===== src/sslrca_pkg.sv =====
// constants, states and response kinds of the serial slave command block
package sslrca_pkg;
  // ****************************************
  // function and exception codes
  // ****************************************
  localparam logic [7:0]  FC_READ      = 8'h03;
  localparam logic [7:0]  FC_COIL      = 8'h05;
  localparam logic [7:0]  FC_REG       = 8'h06;
  localparam logic [7:0]  FC_EXC_FLAG  = 8'h80;
  localparam logic [7:0]  EXC_FUNC     = 8'h01;
  localparam logic [7:0]  EXC_ADDR     = 8'h02;
  localparam logic [7:0]  EXC_DATA     = 8'h03;
  localparam logic [7:0]  EXC_RANGE    = 8'h21;
  localparam logic [7:0]  EXC_STATE    = 8'h22;
  localparam logic [7:0]  BCAST_ADDR   = 8'h00;
  localparam logic [7:0]  RUN_SRC_LINK = 8'h03;
  // ****************************************
  // coils, registers and values
  // ****************************************
  localparam logic [15:0] COIL_ON        = 16'hFF00;
  localparam logic [15:0] COIL_OFF       = 16'h0000;
  localparam logic [15:0] RUN_COIL       = 16'h0001;
  localparam logic [15:0] REG_TRIP_CAUSE = 16'h0012;
  localparam logic [15:0] REG_TRIP_STATE = 16'h0013;
  localparam logic [15:0] REG_BASE_FREQ  = 16'h1203;
  localparam logic [15:0] BASE_FREQ_RST  = 16'h0032;
  localparam logic [15:0] BASE_FREQ_MIN  = 16'h001E;
  localparam logic [15:0] BASE_FREQ_MAX  = 16'h0190;
  localparam logic [15:0] MAX_READ_REGS  = 16'h0008;
  localparam logic [15:0] CRC_POLY       = 16'hA001;
  localparam logic [15:0] CRC_INIT       = 16'hFFFF;
  localparam logic [3:0]  QUERY_LEN      = 4'h8;
  localparam logic [3:0]  CRC_FROM       = 4'h6;
  localparam logic [4:0]  BODY_ECHO      = 5'h06;
  localparam logic [4:0]  BODY_EXC       = 5'h03;
  localparam logic [4:0]  READ_HDR       = 5'h03;
  // ****************************************
  // timing
  // ****************************************
  localparam longint CLK_HZ        = 50000000;
  localparam longint CLK_PERIOD_NS = 20;
  localparam longint BAUD_BPS      = 9600;
  localparam longint CHAR_BITS     = 11;
  localparam longint SILENCE_HALF  = 7;
  localparam longint MS_NS         = 1000000;
  localparam longint SILENCE_CYC_L = (CLK_HZ * CHAR_BITS * SILENCE_HALF + 2 * BAUD_BPS - 1) / (2 * BAUD_BPS);
  localparam int     SILENCE_CYC   = int'(SILENCE_CYC_L);
  localparam int     MS_CYC        = int'(MS_NS / CLK_PERIOD_NS);
  localparam int     FIFO_W        = 8;
  localparam int     FIFO_D        = 8;
  // ****************************************
  // types
  // ****************************************
  typedef enum logic [2:0] {
    ST_IDLE = 3'b000,
    ST_RX   = 3'b001,
    ST_EXEC = 3'b010,
    ST_WAIT = 3'b011,
    ST_SEND = 3'b100
  } sslrca_state_t;
  typedef enum logic [1:0] {
    K_ECHO = 2'b00,
    K_READ = 2'b01,
    K_EXC  = 2'b10
  } sslrca_kind_t;
endpackage


===== src/sslrca_crc.sv =====
// crc-16 accumulator shared by receive check and response generation
`timescale 1ns/1ps
module sslrca_crc (
  input  wire logic        clk,
  input  wire logic        resetn,
  input  wire logic        init,
  input  wire logic        en,
  input  wire logic [7:0]  din,
  output logic      [15:0] crc
);
  logic [15:0] crc_ff;
  logic [15:0] base;

  function automatic logic [15:0] crc_upd(input logic [15:0] c, input logic [7:0] d);
    logic [15:0] r;
    r = c ^ {8'h00, d};
    for (int i = 0; i < 8; i++) begin
      r = r[0] ? ((r >> 1) ^ sslrca_pkg::CRC_POLY) : (r >> 1);
    end
    return r;
  endfunction

  assign base = init ? sslrca_pkg::CRC_INIT : crc_ff;
  always_ff @(posedge clk or negedge resetn) begin
    if (!resetn) begin
      crc_ff <= sslrca_pkg::CRC_INIT;
    end else begin
      crc_ff <= en ? crc_upd(base, din) : base;
    end
  end
  assign crc = crc_ff;
endmodule


===== src/sslrca_fifo.sv =====
// response byte fifo with valid and ready on both sides
`timescale 1ns/1ps
module sslrca_fifo #(
  parameter int W = 8,
  parameter int D = 8
) (
  input  wire logic         clk,
  input  wire logic         resetn,
  input  wire logic         in_valid,
  output logic              in_ready,
  input  wire logic [W-1:0] in_data,
  output logic              out_valid,
  input  wire logic         out_ready,
  output logic      [W-1:0] out_data
);
  localparam int AW = $clog2(D);
  logic [W-1:0] mem [D];
  logic [AW:0]  wr_ff;
  logic [AW:0]  rd_ff;
  logic         full;
  logic         empty;

  assign empty     = (wr_ff == rd_ff);
  assign full      = (wr_ff[AW] != rd_ff[AW]) && (wr_ff[AW-1:0] == rd_ff[AW-1:0]);
  assign in_ready  = !full;
  assign out_valid = !empty;
  assign out_data  = mem[rd_ff[AW-1:0]];

  always_ff @(posedge clk) begin
    if (in_valid && !full) begin
      mem[wr_ff[AW-1:0]] <= in_data;
    end
  end
  always_ff @(posedge clk or negedge resetn) begin
    if (!resetn) begin
      wr_ff <= '0;
    end else if (in_valid && !full) begin
      wr_ff <= wr_ff + 1'b1;
    end
  end
  always_ff @(posedge clk or negedge resetn) begin
    if (!resetn) begin
      rd_ff <= '0;
    end else if (out_ready && !empty) begin
      rd_ff <= rd_ff + 1'b1;
    end
  end
endmodule


===== src/sslrca_top.sv =====
// slave command interpreter: read registers, write coil, write register
`timescale 1ns/1ps
// Contract
// read query: addr, 03, start, count, crc
// byte count equals two per register
// registers ascending, upper byte first
// master never broadcasts a read
// target number is query number plus one
// FF00h switches coil on, 0000h off
// coil write: addr, 05, coil, value, crc
// register write: addr, 06, reg, data, crc
// broadcast writes execute without response
// successful write echoes the query
// failed operation gives exception response
// crc last, upper byte first; the code sends the low byte first
// trip cause 0012h, trip state 0013h
// base frequency at 1203h, 1 Hz
// coil 1 runs only when source 03
// exception: addr, function plus 80h, code, crc
// exception codes 01h 02h 03h 21h 22h
// reply after silence plus reply wait
// ignore foreign address, errors, bad length
// crc-16 poly A001h, init FFFFh
// bad crc frame discarded silently
module sslrca_top #(
  parameter int SILENCE_CYCLES = sslrca_pkg::SILENCE_CYC,
  parameter int MS_CYCLES      = sslrca_pkg::MS_CYC
) (
  input  wire logic        clk,
  input  wire logic        resetn,
  input  wire logic [7:0]  own_addr,
  input  wire logic        rx_valid,
  input  wire logic [7:0]  rx_data,
  input  wire logic        rx_err,
  output logic             tx_valid,
  input  wire logic        tx_ready,
  output logic      [7:0]  tx_data,
  input  wire logic [15:0] trip_history_monitor_cause,
  input  wire logic [15:0] trip_history_monitor_state,
  input  wire logic [7:0]  run_command_source_param,
  input  wire logic [15:0] reply_wait_time_param,
  input  wire logic        drive_running,
  output logic      [15:0] base_frequency_param,
  output logic             run_coil,
  output logic             run_command
);
  // ****************************************
  // declarations
  // ****************************************
  sslrca_pkg::sslrca_state_t state_ff;
  sslrca_pkg::sslrca_state_t nxt_state;
  sslrca_pkg::sslrca_kind_t  kind_ff;
  sslrca_pkg::sslrca_kind_t  nxt_kind;
  logic [7:0]  buf_ff [8];
  logic [3:0]  cnt_ff;
  logic        err_ff;
  logic [31:0] gap_ff;
  logic [15:0] ms_ff;
  logic [4:0]  idx_ff;
  logic [7:0]  exc_ff;
  logic [7:0]  nxt_exc;
  logic [3:0]  rcnt_ff;
  logic [15:0] base_ff;
  logic        coil_ff;
  logic        run_ff;
  logic        tx_valid_ff;
  logic [7:0]  tx_data_ff;
  logic [15:0] num;
  logic [15:0] val;
  logic [15:0] tgt;
  logic [15:0] crc_q;
  logic        crc_ok;
  logic        frame_ok;
  logic        bcast;
  logic        respond;
  logic        wr_coil;
  logic        wr_base;
  logic        frame_end;
  logic        wait_done;
  logic [4:0]  blen;
  logic        push_v;
  logic [7:0]  push_d;
  logic        in_ready;
  logic        crc_init;
  logic        crc_en;
  logic [7:0]  crc_din;
  logic        f_valid;
  logic [7:0]  f_data;
  logic        f_ready;
  logic [4:0]  off;
  logic [15:0] rv;

  function automatic logic reg_mapped(input logic [15:0] a);
    return (a == sslrca_pkg::REG_TRIP_CAUSE) || (a == sslrca_pkg::REG_TRIP_STATE) ||
           (a == sslrca_pkg::REG_BASE_FREQ);
  endfunction

  function automatic logic [15:0] reg_val(input logic [15:0] a, input logic [15:0] tc, input logic [15:0] ts,
                                          input logic [15:0] bf);
    case (a)
      sslrca_pkg::REG_TRIP_CAUSE: reg_val = tc;
      sslrca_pkg::REG_TRIP_STATE: reg_val = ts;
      sslrca_pkg::REG_BASE_FREQ:  reg_val = bf;
      default:                    reg_val = 16'h0000;
    endcase
  endfunction

  // ****************************************
  // query fields and validity
  // ****************************************
  assign num      = {buf_ff[2], buf_ff[3]};
  assign val      = {buf_ff[4], buf_ff[5]};
  assign tgt      = num + 16'h0001;
  // the byte sent first on the line is the low half of the reflected crc register
  assign crc_ok   = (crc_q == {buf_ff[7], buf_ff[6]});
  assign bcast    = (buf_ff[0] == sslrca_pkg::BCAST_ADDR);
  // foreign address, reception error or wrong length drop the frame
  assign frame_ok = (cnt_ff == sslrca_pkg::QUERY_LEN) && !err_ff && crc_ok &&
                    ((buf_ff[0] == own_addr) || bcast);
  assign frame_end = (state_ff == sslrca_pkg::ST_RX) && !rx_valid && (gap_ff == 32'(SILENCE_CYCLES - 1));
  assign wait_done = (state_ff == sslrca_pkg::ST_WAIT) && (ms_ff == reply_wait_time_param);

  // ****************************************
  // execution decode
  // ****************************************
  always_comb begin
    nxt_kind = sslrca_pkg::K_ECHO;
    nxt_exc  = 8'h00;
    wr_coil  = 1'b0;
    wr_base  = 1'b0;
    case (buf_ff[1])
      sslrca_pkg::FC_READ: begin
        if ((val == 16'h0000) || (val > sslrca_pkg::MAX_READ_REGS)) begin
          nxt_kind = sslrca_pkg::K_EXC;
          nxt_exc  = sslrca_pkg::EXC_DATA;
        end else if (!reg_mapped(tgt)) begin
          nxt_kind = sslrca_pkg::K_EXC;
          nxt_exc  = sslrca_pkg::EXC_ADDR;
        end else begin
          nxt_kind = sslrca_pkg::K_READ;
        end
      end
      sslrca_pkg::FC_COIL: begin
        if (tgt != sslrca_pkg::RUN_COIL) begin
          nxt_kind = sslrca_pkg::K_EXC;
          nxt_exc  = sslrca_pkg::EXC_ADDR;
        end else if ((val != sslrca_pkg::COIL_ON) && (val != sslrca_pkg::COIL_OFF)) begin
          nxt_kind = sslrca_pkg::K_EXC;
          nxt_exc  = sslrca_pkg::EXC_DATA;
        end else begin
          wr_coil = frame_ok;
        end
      end
      sslrca_pkg::FC_REG: begin
        if (tgt == sslrca_pkg::REG_BASE_FREQ) begin
          if ((val < sslrca_pkg::BASE_FREQ_MIN) || (val > sslrca_pkg::BASE_FREQ_MAX)) begin
            nxt_kind = sslrca_pkg::K_EXC;
            nxt_exc  = sslrca_pkg::EXC_RANGE;
          end else if (drive_running) begin
            nxt_kind = sslrca_pkg::K_EXC;
            nxt_exc  = sslrca_pkg::EXC_STATE;
          end else begin
            wr_base = frame_ok;
          end
        end else if (reg_mapped(tgt)) begin
          nxt_kind = sslrca_pkg::K_EXC;
          nxt_exc  = sslrca_pkg::EXC_STATE;                 // read-only target
        end else begin
          nxt_kind = sslrca_pkg::K_EXC;
          nxt_exc  = sslrca_pkg::EXC_ADDR;
        end
      end
      default: begin
        nxt_kind = sslrca_pkg::K_EXC;
        nxt_exc  = sslrca_pkg::EXC_FUNC;
      end
    endcase
    if (state_ff != sslrca_pkg::ST_EXEC) begin
      wr_coil = 1'b0;
      wr_base = 1'b0;
    end
  end
  // broadcast reads are never answered either
  assign respond = frame_ok && !bcast;

  // ****************************************
  // sequencer
  // ****************************************
  always_comb begin
    nxt_state = state_ff;
    case (state_ff)
      sslrca_pkg::ST_IDLE: if (rx_valid) nxt_state = sslrca_pkg::ST_RX;
      sslrca_pkg::ST_RX:   if (frame_end) nxt_state = sslrca_pkg::ST_EXEC;
      sslrca_pkg::ST_EXEC: nxt_state = respond ? sslrca_pkg::ST_WAIT : sslrca_pkg::ST_IDLE;
      sslrca_pkg::ST_WAIT: if (wait_done) nxt_state = sslrca_pkg::ST_SEND;
      sslrca_pkg::ST_SEND: if (in_ready && (idx_ff == blen + 5'h01)) nxt_state = sslrca_pkg::ST_IDLE;
      default:             nxt_state = sslrca_pkg::ST_IDLE;
    endcase
  end
  always_ff @(posedge clk or negedge resetn) begin
    if (!resetn) begin
      state_ff <= sslrca_pkg::ST_IDLE;
    end else begin
      state_ff <= nxt_state;
    end
  end
  always_ff @(posedge clk or negedge resetn) begin
    if (!resetn) begin
      kind_ff <= sslrca_pkg::K_ECHO;
      exc_ff  <= 8'h00;
      rcnt_ff <= 4'h0;
    end else if (state_ff == sslrca_pkg::ST_EXEC) begin
      kind_ff <= nxt_kind;
      exc_ff  <= nxt_exc;
      rcnt_ff <= val[3:0];
    end
  end

  // ****************************************
  // receive buffer and framing
  // ****************************************
  always_ff @(posedge clk) begin
    if (((state_ff == sslrca_pkg::ST_IDLE) || (state_ff == sslrca_pkg::ST_RX)) && rx_valid &&
        (cnt_ff < sslrca_pkg::QUERY_LEN || state_ff == sslrca_pkg::ST_IDLE)) begin
      buf_ff[(state_ff == sslrca_pkg::ST_IDLE) ? 3'h0 : cnt_ff[2:0]] <= rx_data;
    end
  end
  always_ff @(posedge clk or negedge resetn) begin
    if (!resetn) begin
      cnt_ff <= 4'h0;
      err_ff <= 1'b0;
    end else if (state_ff == sslrca_pkg::ST_IDLE && rx_valid) begin
      cnt_ff <= 4'h1;
      err_ff <= rx_err;
    end else if (state_ff == sslrca_pkg::ST_RX) begin
      if (rx_valid && cnt_ff != 4'hF) cnt_ff <= cnt_ff + 4'h1; // overlong frames saturate
      if (rx_err) err_ff <= 1'b1;
    end
  end
  // gap counts line silence while receiving, then cycles of each reply-wait millisecond
  always_ff @(posedge clk or negedge resetn) begin
    if (!resetn) begin
      gap_ff <= 32'h00000000;
      ms_ff  <= 16'h0000;
    end else if (state_ff == sslrca_pkg::ST_RX) begin
      gap_ff <= rx_valid ? 32'h00000000 : gap_ff + 32'h00000001;
      ms_ff  <= 16'h0000;
    end else if (state_ff == sslrca_pkg::ST_WAIT && !wait_done) begin
      if (gap_ff >= 32'(MS_CYCLES - 1)) begin
        gap_ff <= 32'h00000000;
        ms_ff  <= ms_ff + 16'h0001;
      end else begin
        gap_ff <= gap_ff + 32'h00000001;
      end
    end else begin
      gap_ff <= 32'h00000000;
      ms_ff  <= 16'h0000;
    end
  end

  // ****************************************
  // controlled state
  // ****************************************
  always_ff @(posedge clk or negedge resetn) begin
    if (!resetn) begin
      coil_ff <= 1'b0;
    end else if (wr_coil) begin
      coil_ff <= (val == sslrca_pkg::COIL_ON);
    end
  end
  always_ff @(posedge clk or negedge resetn) begin
    if (!resetn) begin
      base_ff <= sslrca_pkg::BASE_FREQ_RST;
    end else if (wr_base) begin
      base_ff <= val;
    end
  end
  always_ff @(posedge clk or negedge resetn) begin
    if (!resetn) begin
      run_ff <= 1'b0;
    end else begin
      run_ff <= coil_ff && (run_command_source_param == sslrca_pkg::RUN_SRC_LINK);
    end
  end

  // ****************************************
  // response generation
  // ****************************************
  always_comb begin
    case (kind_ff)
      sslrca_pkg::K_READ: blen = sslrca_pkg::READ_HDR + {rcnt_ff, 1'b0};
      sslrca_pkg::K_EXC:  blen = sslrca_pkg::BODY_EXC;
      default:            blen = sslrca_pkg::BODY_ECHO;
    endcase
  end
  assign off = idx_ff - sslrca_pkg::READ_HDR;
  assign rv  = reg_val(tgt + {12'h000, off[4:1]}, trip_history_monitor_cause, trip_history_monitor_state,
                       base_ff);
  always_comb begin
    push_d = 8'h00;
    if (idx_ff == blen) begin
      push_d = crc_q[7:0];
    end else if (idx_ff > blen) begin
      push_d = crc_q[15:8];
    end else begin
      case (kind_ff)
        sslrca_pkg::K_READ: begin
          if (idx_ff == 5'h00)      push_d = buf_ff[0];
          else if (idx_ff == 5'h01) push_d = buf_ff[1];
          else if (idx_ff == 5'h02) push_d = {3'h0, rcnt_ff, 1'b0};
          else                      push_d = off[0] ? rv[7:0] : rv[15:8];
        end
        sslrca_pkg::K_EXC: begin
          if (idx_ff == 5'h00)      push_d = buf_ff[0];
          else if (idx_ff == 5'h01) push_d = buf_ff[1] | sslrca_pkg::FC_EXC_FLAG;
          else                      push_d = exc_ff;
        end
        default: push_d = buf_ff[idx_ff[2:0]];
      endcase
    end
  end
  assign push_v = (state_ff == sslrca_pkg::ST_SEND);
  always_ff @(posedge clk or negedge resetn) begin
    if (!resetn) begin
      idx_ff <= 5'h00;
    end else if (!push_v) begin
      idx_ff <= 5'h00;
    end else if (in_ready) begin
      idx_ff <= idx_ff + 5'h01;                             // fifo stall holds the byte
    end
  end

  // rebuilding the echo crc equals the query crc, already checked
  assign crc_init = (state_ff == sslrca_pkg::ST_IDLE) || wait_done;
  assign crc_en   = ((state_ff == sslrca_pkg::ST_IDLE || state_ff == sslrca_pkg::ST_RX) && rx_valid &&
                     (state_ff == sslrca_pkg::ST_IDLE || cnt_ff < sslrca_pkg::CRC_FROM)) ||
                    (push_v && in_ready && idx_ff < blen);
  assign crc_din  = push_v ? push_d : rx_data;
  sslrca_crc u_crc (
    .clk    (clk),
    .resetn (resetn),
    .init   (crc_init),
    .en     (crc_en),
    .din    (crc_din),
    .crc    (crc_q)
  );

  sslrca_fifo #(
    .W (sslrca_pkg::FIFO_W),
    .D (sslrca_pkg::FIFO_D)
  ) u_fifo (
    .clk       (clk),
    .resetn    (resetn),
    .in_valid  (push_v),
    .in_ready  (in_ready),
    .in_data   (push_d),
    .out_valid (f_valid),
    .out_ready (f_ready),
    .out_data  (f_data)
  );
  assign f_ready = !tx_valid_ff || tx_ready;
  always_ff @(posedge clk or negedge resetn) begin
    if (!resetn) begin
      tx_valid_ff <= 1'b0;
      tx_data_ff  <= 8'h00;
    end else if (f_ready) begin
      tx_valid_ff <= f_valid;
      tx_data_ff  <= f_data;
    end
  end

  assign tx_valid             = tx_valid_ff;
  assign tx_data              = tx_data_ff;
  assign base_frequency_param = base_ff;
  assign run_coil             = coil_ff;
  assign run_command          = run_ff;
endmodule

===== config.mk =====
export PLATFORM = sky130hd
export DESIGN_NAME = sslrca_top
export DESIGN_NICKNAME = d
export VERILOG_FILES = /design/src/sslrca_pkg.sv /design/src/sslrca_crc.sv /design/src/sslrca_fifo.sv /design/src/sslrca_top.sv
export SDC_FILE = /design/constraint.sdc
export NUM_CORES = 1
export LEC_CHECK = 0
export BUFFER_PORTS_ARGS = -buffer_cell sky130_fd_sc_hd__buf_4
export CAP_MARGIN = 5
export CORE_MARGIN = 3
export CORE_UTILIZATION = 55
export CTS_CLUSTER_SIZE = 40
export DETAILED_ROUTE_END_ITERATION = 6
export GPL_TIMING_DRIVEN = 0
export PLACE_DENSITY = 0.7
export SYNTH_ARGS = -nofsm -noshare
export SYNTH_HDL_FRONTEND = slang
export SYNTH_SLANG_ARGS = --single-unit

===== constraint.sdc =====
create_clock -name clk -period 7.6 [get_ports clk]
set_clock_uncertainty 0.1 [all_clocks]
set_input_delay 1.14 -clock clk [delete_from_list [all_inputs] [get_ports clk]]
set_output_delay 1.14 -clock clk [all_outputs]
set_load 0.005 [all_outputs]

==> results.tsv <==
metric	value	unit
status	complete, no violations	
via count of the first global-routing pass	11250	
pin count of the biggest net entering global routing	99	
Period Utilization, post-route	0.9470	
largest family of logic cells by synthesized area	simple AND/OR/NAND/NOR gates	
standard-cell rows	58	
Mapped Avg Cell Area	10.58	sq um
Worst Path Max Fanout	10	
total cell area at the placement stage	15830	sq um
clock-pin slew of the registers on the worst-case setup and hold paths	60	ps
CTS Root Buffer Type	clkbuf_16	
fraction of registers with async set or reset after synthesis	0.4859	
EDFF count, synth	128	
post-synthesis compound-gate area fraction	0.1146	
die width	168.9	um
fraction of synthesized area in multiplexers	0.07942	
setup violation total in the final timing report	0	
DR pass1 iterations	5	
die span in y	168.9	um
kind of critical path	flop to flop	
fraction of post-synthesis cell area in the top cell type by area	0.2635	
initial DRC count	973	
Critical Path RT	7960	ps
Yosys Warn Count	0	
post-layout min period	7197	ps
maxcap violations	0	
placer congestion estimate	0.9579	
number of top-level pins	105	
cell area after synthesis	14590	sq um
worst path arrival time	7550	ps
clk sink count	249	
setup repair after global routing missed its margin	no	
layout overhead on the synthesized area	14.52	%
adder and majority cell fraction of the synthesized area	0.02453	
final-stage net count	1622	
Synth top cells by count	nor2_1 (164), nand2_1 (131), edfxtp_1 (128), dfrtp_1 (102), xor2_1 (74)	
most numerous cell in the Yosys netlist	nor2_1	
fill cell instance count of the final layout	2083	
top flip-flop cell by instance count after synthesis	edfxtp_1	
nets in the synthesized netlist	1485	
detail-routed net length per standard cell	21.69	um
Final HPWL DP	30110	um
remaining routing DRC violations	0	
path type of the worst min-delay path	input port to asynchronous set/reset pin	
Slew @ Worst Pin	1259	ps
via count normalized by instance count	6.191	
die outline area	28520	sq um
worst ir drop on vdd	250.9	uV
post-route standard cell area excluding fillers	16710	sq um
overall global routing resource usage	0.2817	
Slew Limit Headroom	0.1387	
post-route insts no fill	1865	
CTS H-Tree Depth	1	
cells after synthesis	1379	
leakage	6.334	nW
cts bufs inserted	26	
input/output buffers	104	
Antenna Nets Post-Route	0	
part of the Yosys area used for sequential elements	0.4726	
# diodes	0	
power density of the placed cells	229.4	nW/um^2
placed insts	1815	
maximum root-to-sink buffer count	3	
area leader, netlist	edfxtp_1	
maximum clock frequency	138.9	MHz
Max Transition Viols Final	0	
total detailed-routing wirelength	40450	um
number of different library cells in the post-synthesis netlist	101	
Hold Fails Final Rpt	0	
register bit count reported by yosys	249	
Overflow after GRT	0	
core box area	25620	sq um
area share of xor/xnor cells in the synthesized design	0.09262	
WHS	375.1	ps
cts-stage hold buffer count	0	
basic-gate share of the synthesized area counting and, or, nand and nor cells	0.1860	
layout cell share with drive strength beyond 1	0.1876	
wire length of the first global-routing pass	63050	um
source-to-sink clock delay at the later pin of the worst-skew pair	530	ps
top cells by area, synth	edfxtp_1 (26%), dfrtp_1 (17%), mux4_2 (5.1%)	
vias after detailed routing	11550	
number of antenna violations at the first check in global routing	1	
Startpoint Class	flop	
initial core utilization	0.5695	
critical path endpoint category	flop	
clock tree from TritonCTS	done	
setup tns final	0	ps
metrics by stage:
step                      setup WS [ps]  total power, mW    util
after global routing              87.76            3.988  0.6522
after global placement           -754.7            2.626  0.6161
final                             403.0            3.833  0.6522
after CTS                         58.23            3.843  0.6497
after detailed placement         -784.3            2.656  0.6180
after floorplan                    1424            2.356       -
final timing paths:
path                                 start                       end  slack (ps)  cells past startpoint
worst max-delay path             idx_ff[0]             u_crc.crc[14]         400                     23
min in group clk                tx_data[5]                tx_data[5]         380                      2
worst min register to register  tx_data[5]                tx_data[5]         380                      2
worst min-delay path                resetn  base_frequency_param[11]         380                      1
worst max register to register   idx_ff[0]             u_crc.crc[14]         400                     23
max in group asynchronous           resetn                 cnt_ff[1]        6200                      2
layout make-up:
| type | instances | area (sq um) | area share |
|---|---|---|---|
| Inverter | 33 | 127.6 | 0.007639 |
| Buffer | 67 | 325.3 | 0.01947 |
| Clock buffer | 33 | 698.2 | 0.04179 |
| Tap cell | 330 | 412.9 | 0.02471 |
| Multi-Input combinational cell | 1030 | 7310 | 0.4375 |
| Sequential cell | 249 | 6895 | 0.4127 |
| Timing Repair Buffer | 109 | 842.1 | 0.05040 |
| Clock inverter | 14 | 96.34 | 0.005766 |
metal layers:
metal,vias to the layer above,global-route usage,share of wire
met5,-,0,0
met3,72,0.05558,0.092
met2,522,0.4310,0.45
met1,5637,0.4169,0.43
li1,5315,-,-
met4,0,0.07008,0.025
logic make-up after synthesis:
group | Yosys count
AND/OR/NAND/NOR | 539
flip-flops | 249
AO/OA/AOI/OAI | 242
XOR/XNOR | 150
buffers and inverters | 100
multiplexers | 71
adder cells (fa/ha/maj) | 28
power breakdown:
group,internal (mW),switching (mW)
clock,0.682,0.514
sequential,1.57,0.132
combinational,0.451,0.487
total,2.70,1.13
repair_timing:
item                       4_1_cts  5_1_grt
gates resized for setup          5       11
hold endpoints to repair         0        0
pin swaps                        0        1
cloned                           0        0
setup buffers                    0        3
setup endpoints to repair        6        5
worst max-delay path, stage by stage (launching register included):
cell and delay [ps]:
dfrtp_1 410, clkbuf_2 280, clkbuf_4 340, clkinvlp_4 300
ha_1 430, ha_1 210, inv_1 60, fa_1 410
nand3b_1 180, nand2_1 160, o21ai_0 210, or3_1 340
buf_2 190, nor3_1 390, o21ai_0 340, a211oi_1 380
nor4bb_1 420, o221ai_1 380, a31oi_4 440, mux2_2 250
xor2_1 230, xnor3_2 350, xor2_1 160, a21oi_1 160
sequential cells by signal, indices dropped and copies added (netlist names), 2 cells and up:
name,count
buf_ff,64
u_fifo.mem,64
gap_ff,32
base_frequency_param,16
ms_ff,16
u_crc.crc,16
tx_data,8
idx_ff,5
cnt_ff,4
rcnt_ff,4
u_fifo.rd_ff,4
u_fifo.wr_ff,4
exc_ff,3
state_ff,3
kind_ff,2
cells in the final DEF (no fill, tap or decap), types with 22 or more instances in the layout:
cell type    n
nand3_1     40
nand4_1     24
mux4_2      33
dfrtp_1    102
edfxtp_1   128
a21oi_1     59
o21ai_0     66
xnor2_1     72
xor2_1      74
buf_4      109
ha_1        27
clkbuf_1    42
clkbuf_16   27
nor2_1     164
inv_1       32
mux2i_1     22
nand2_1    131
nor3_1      29
(Power assumes the default switching activity.)
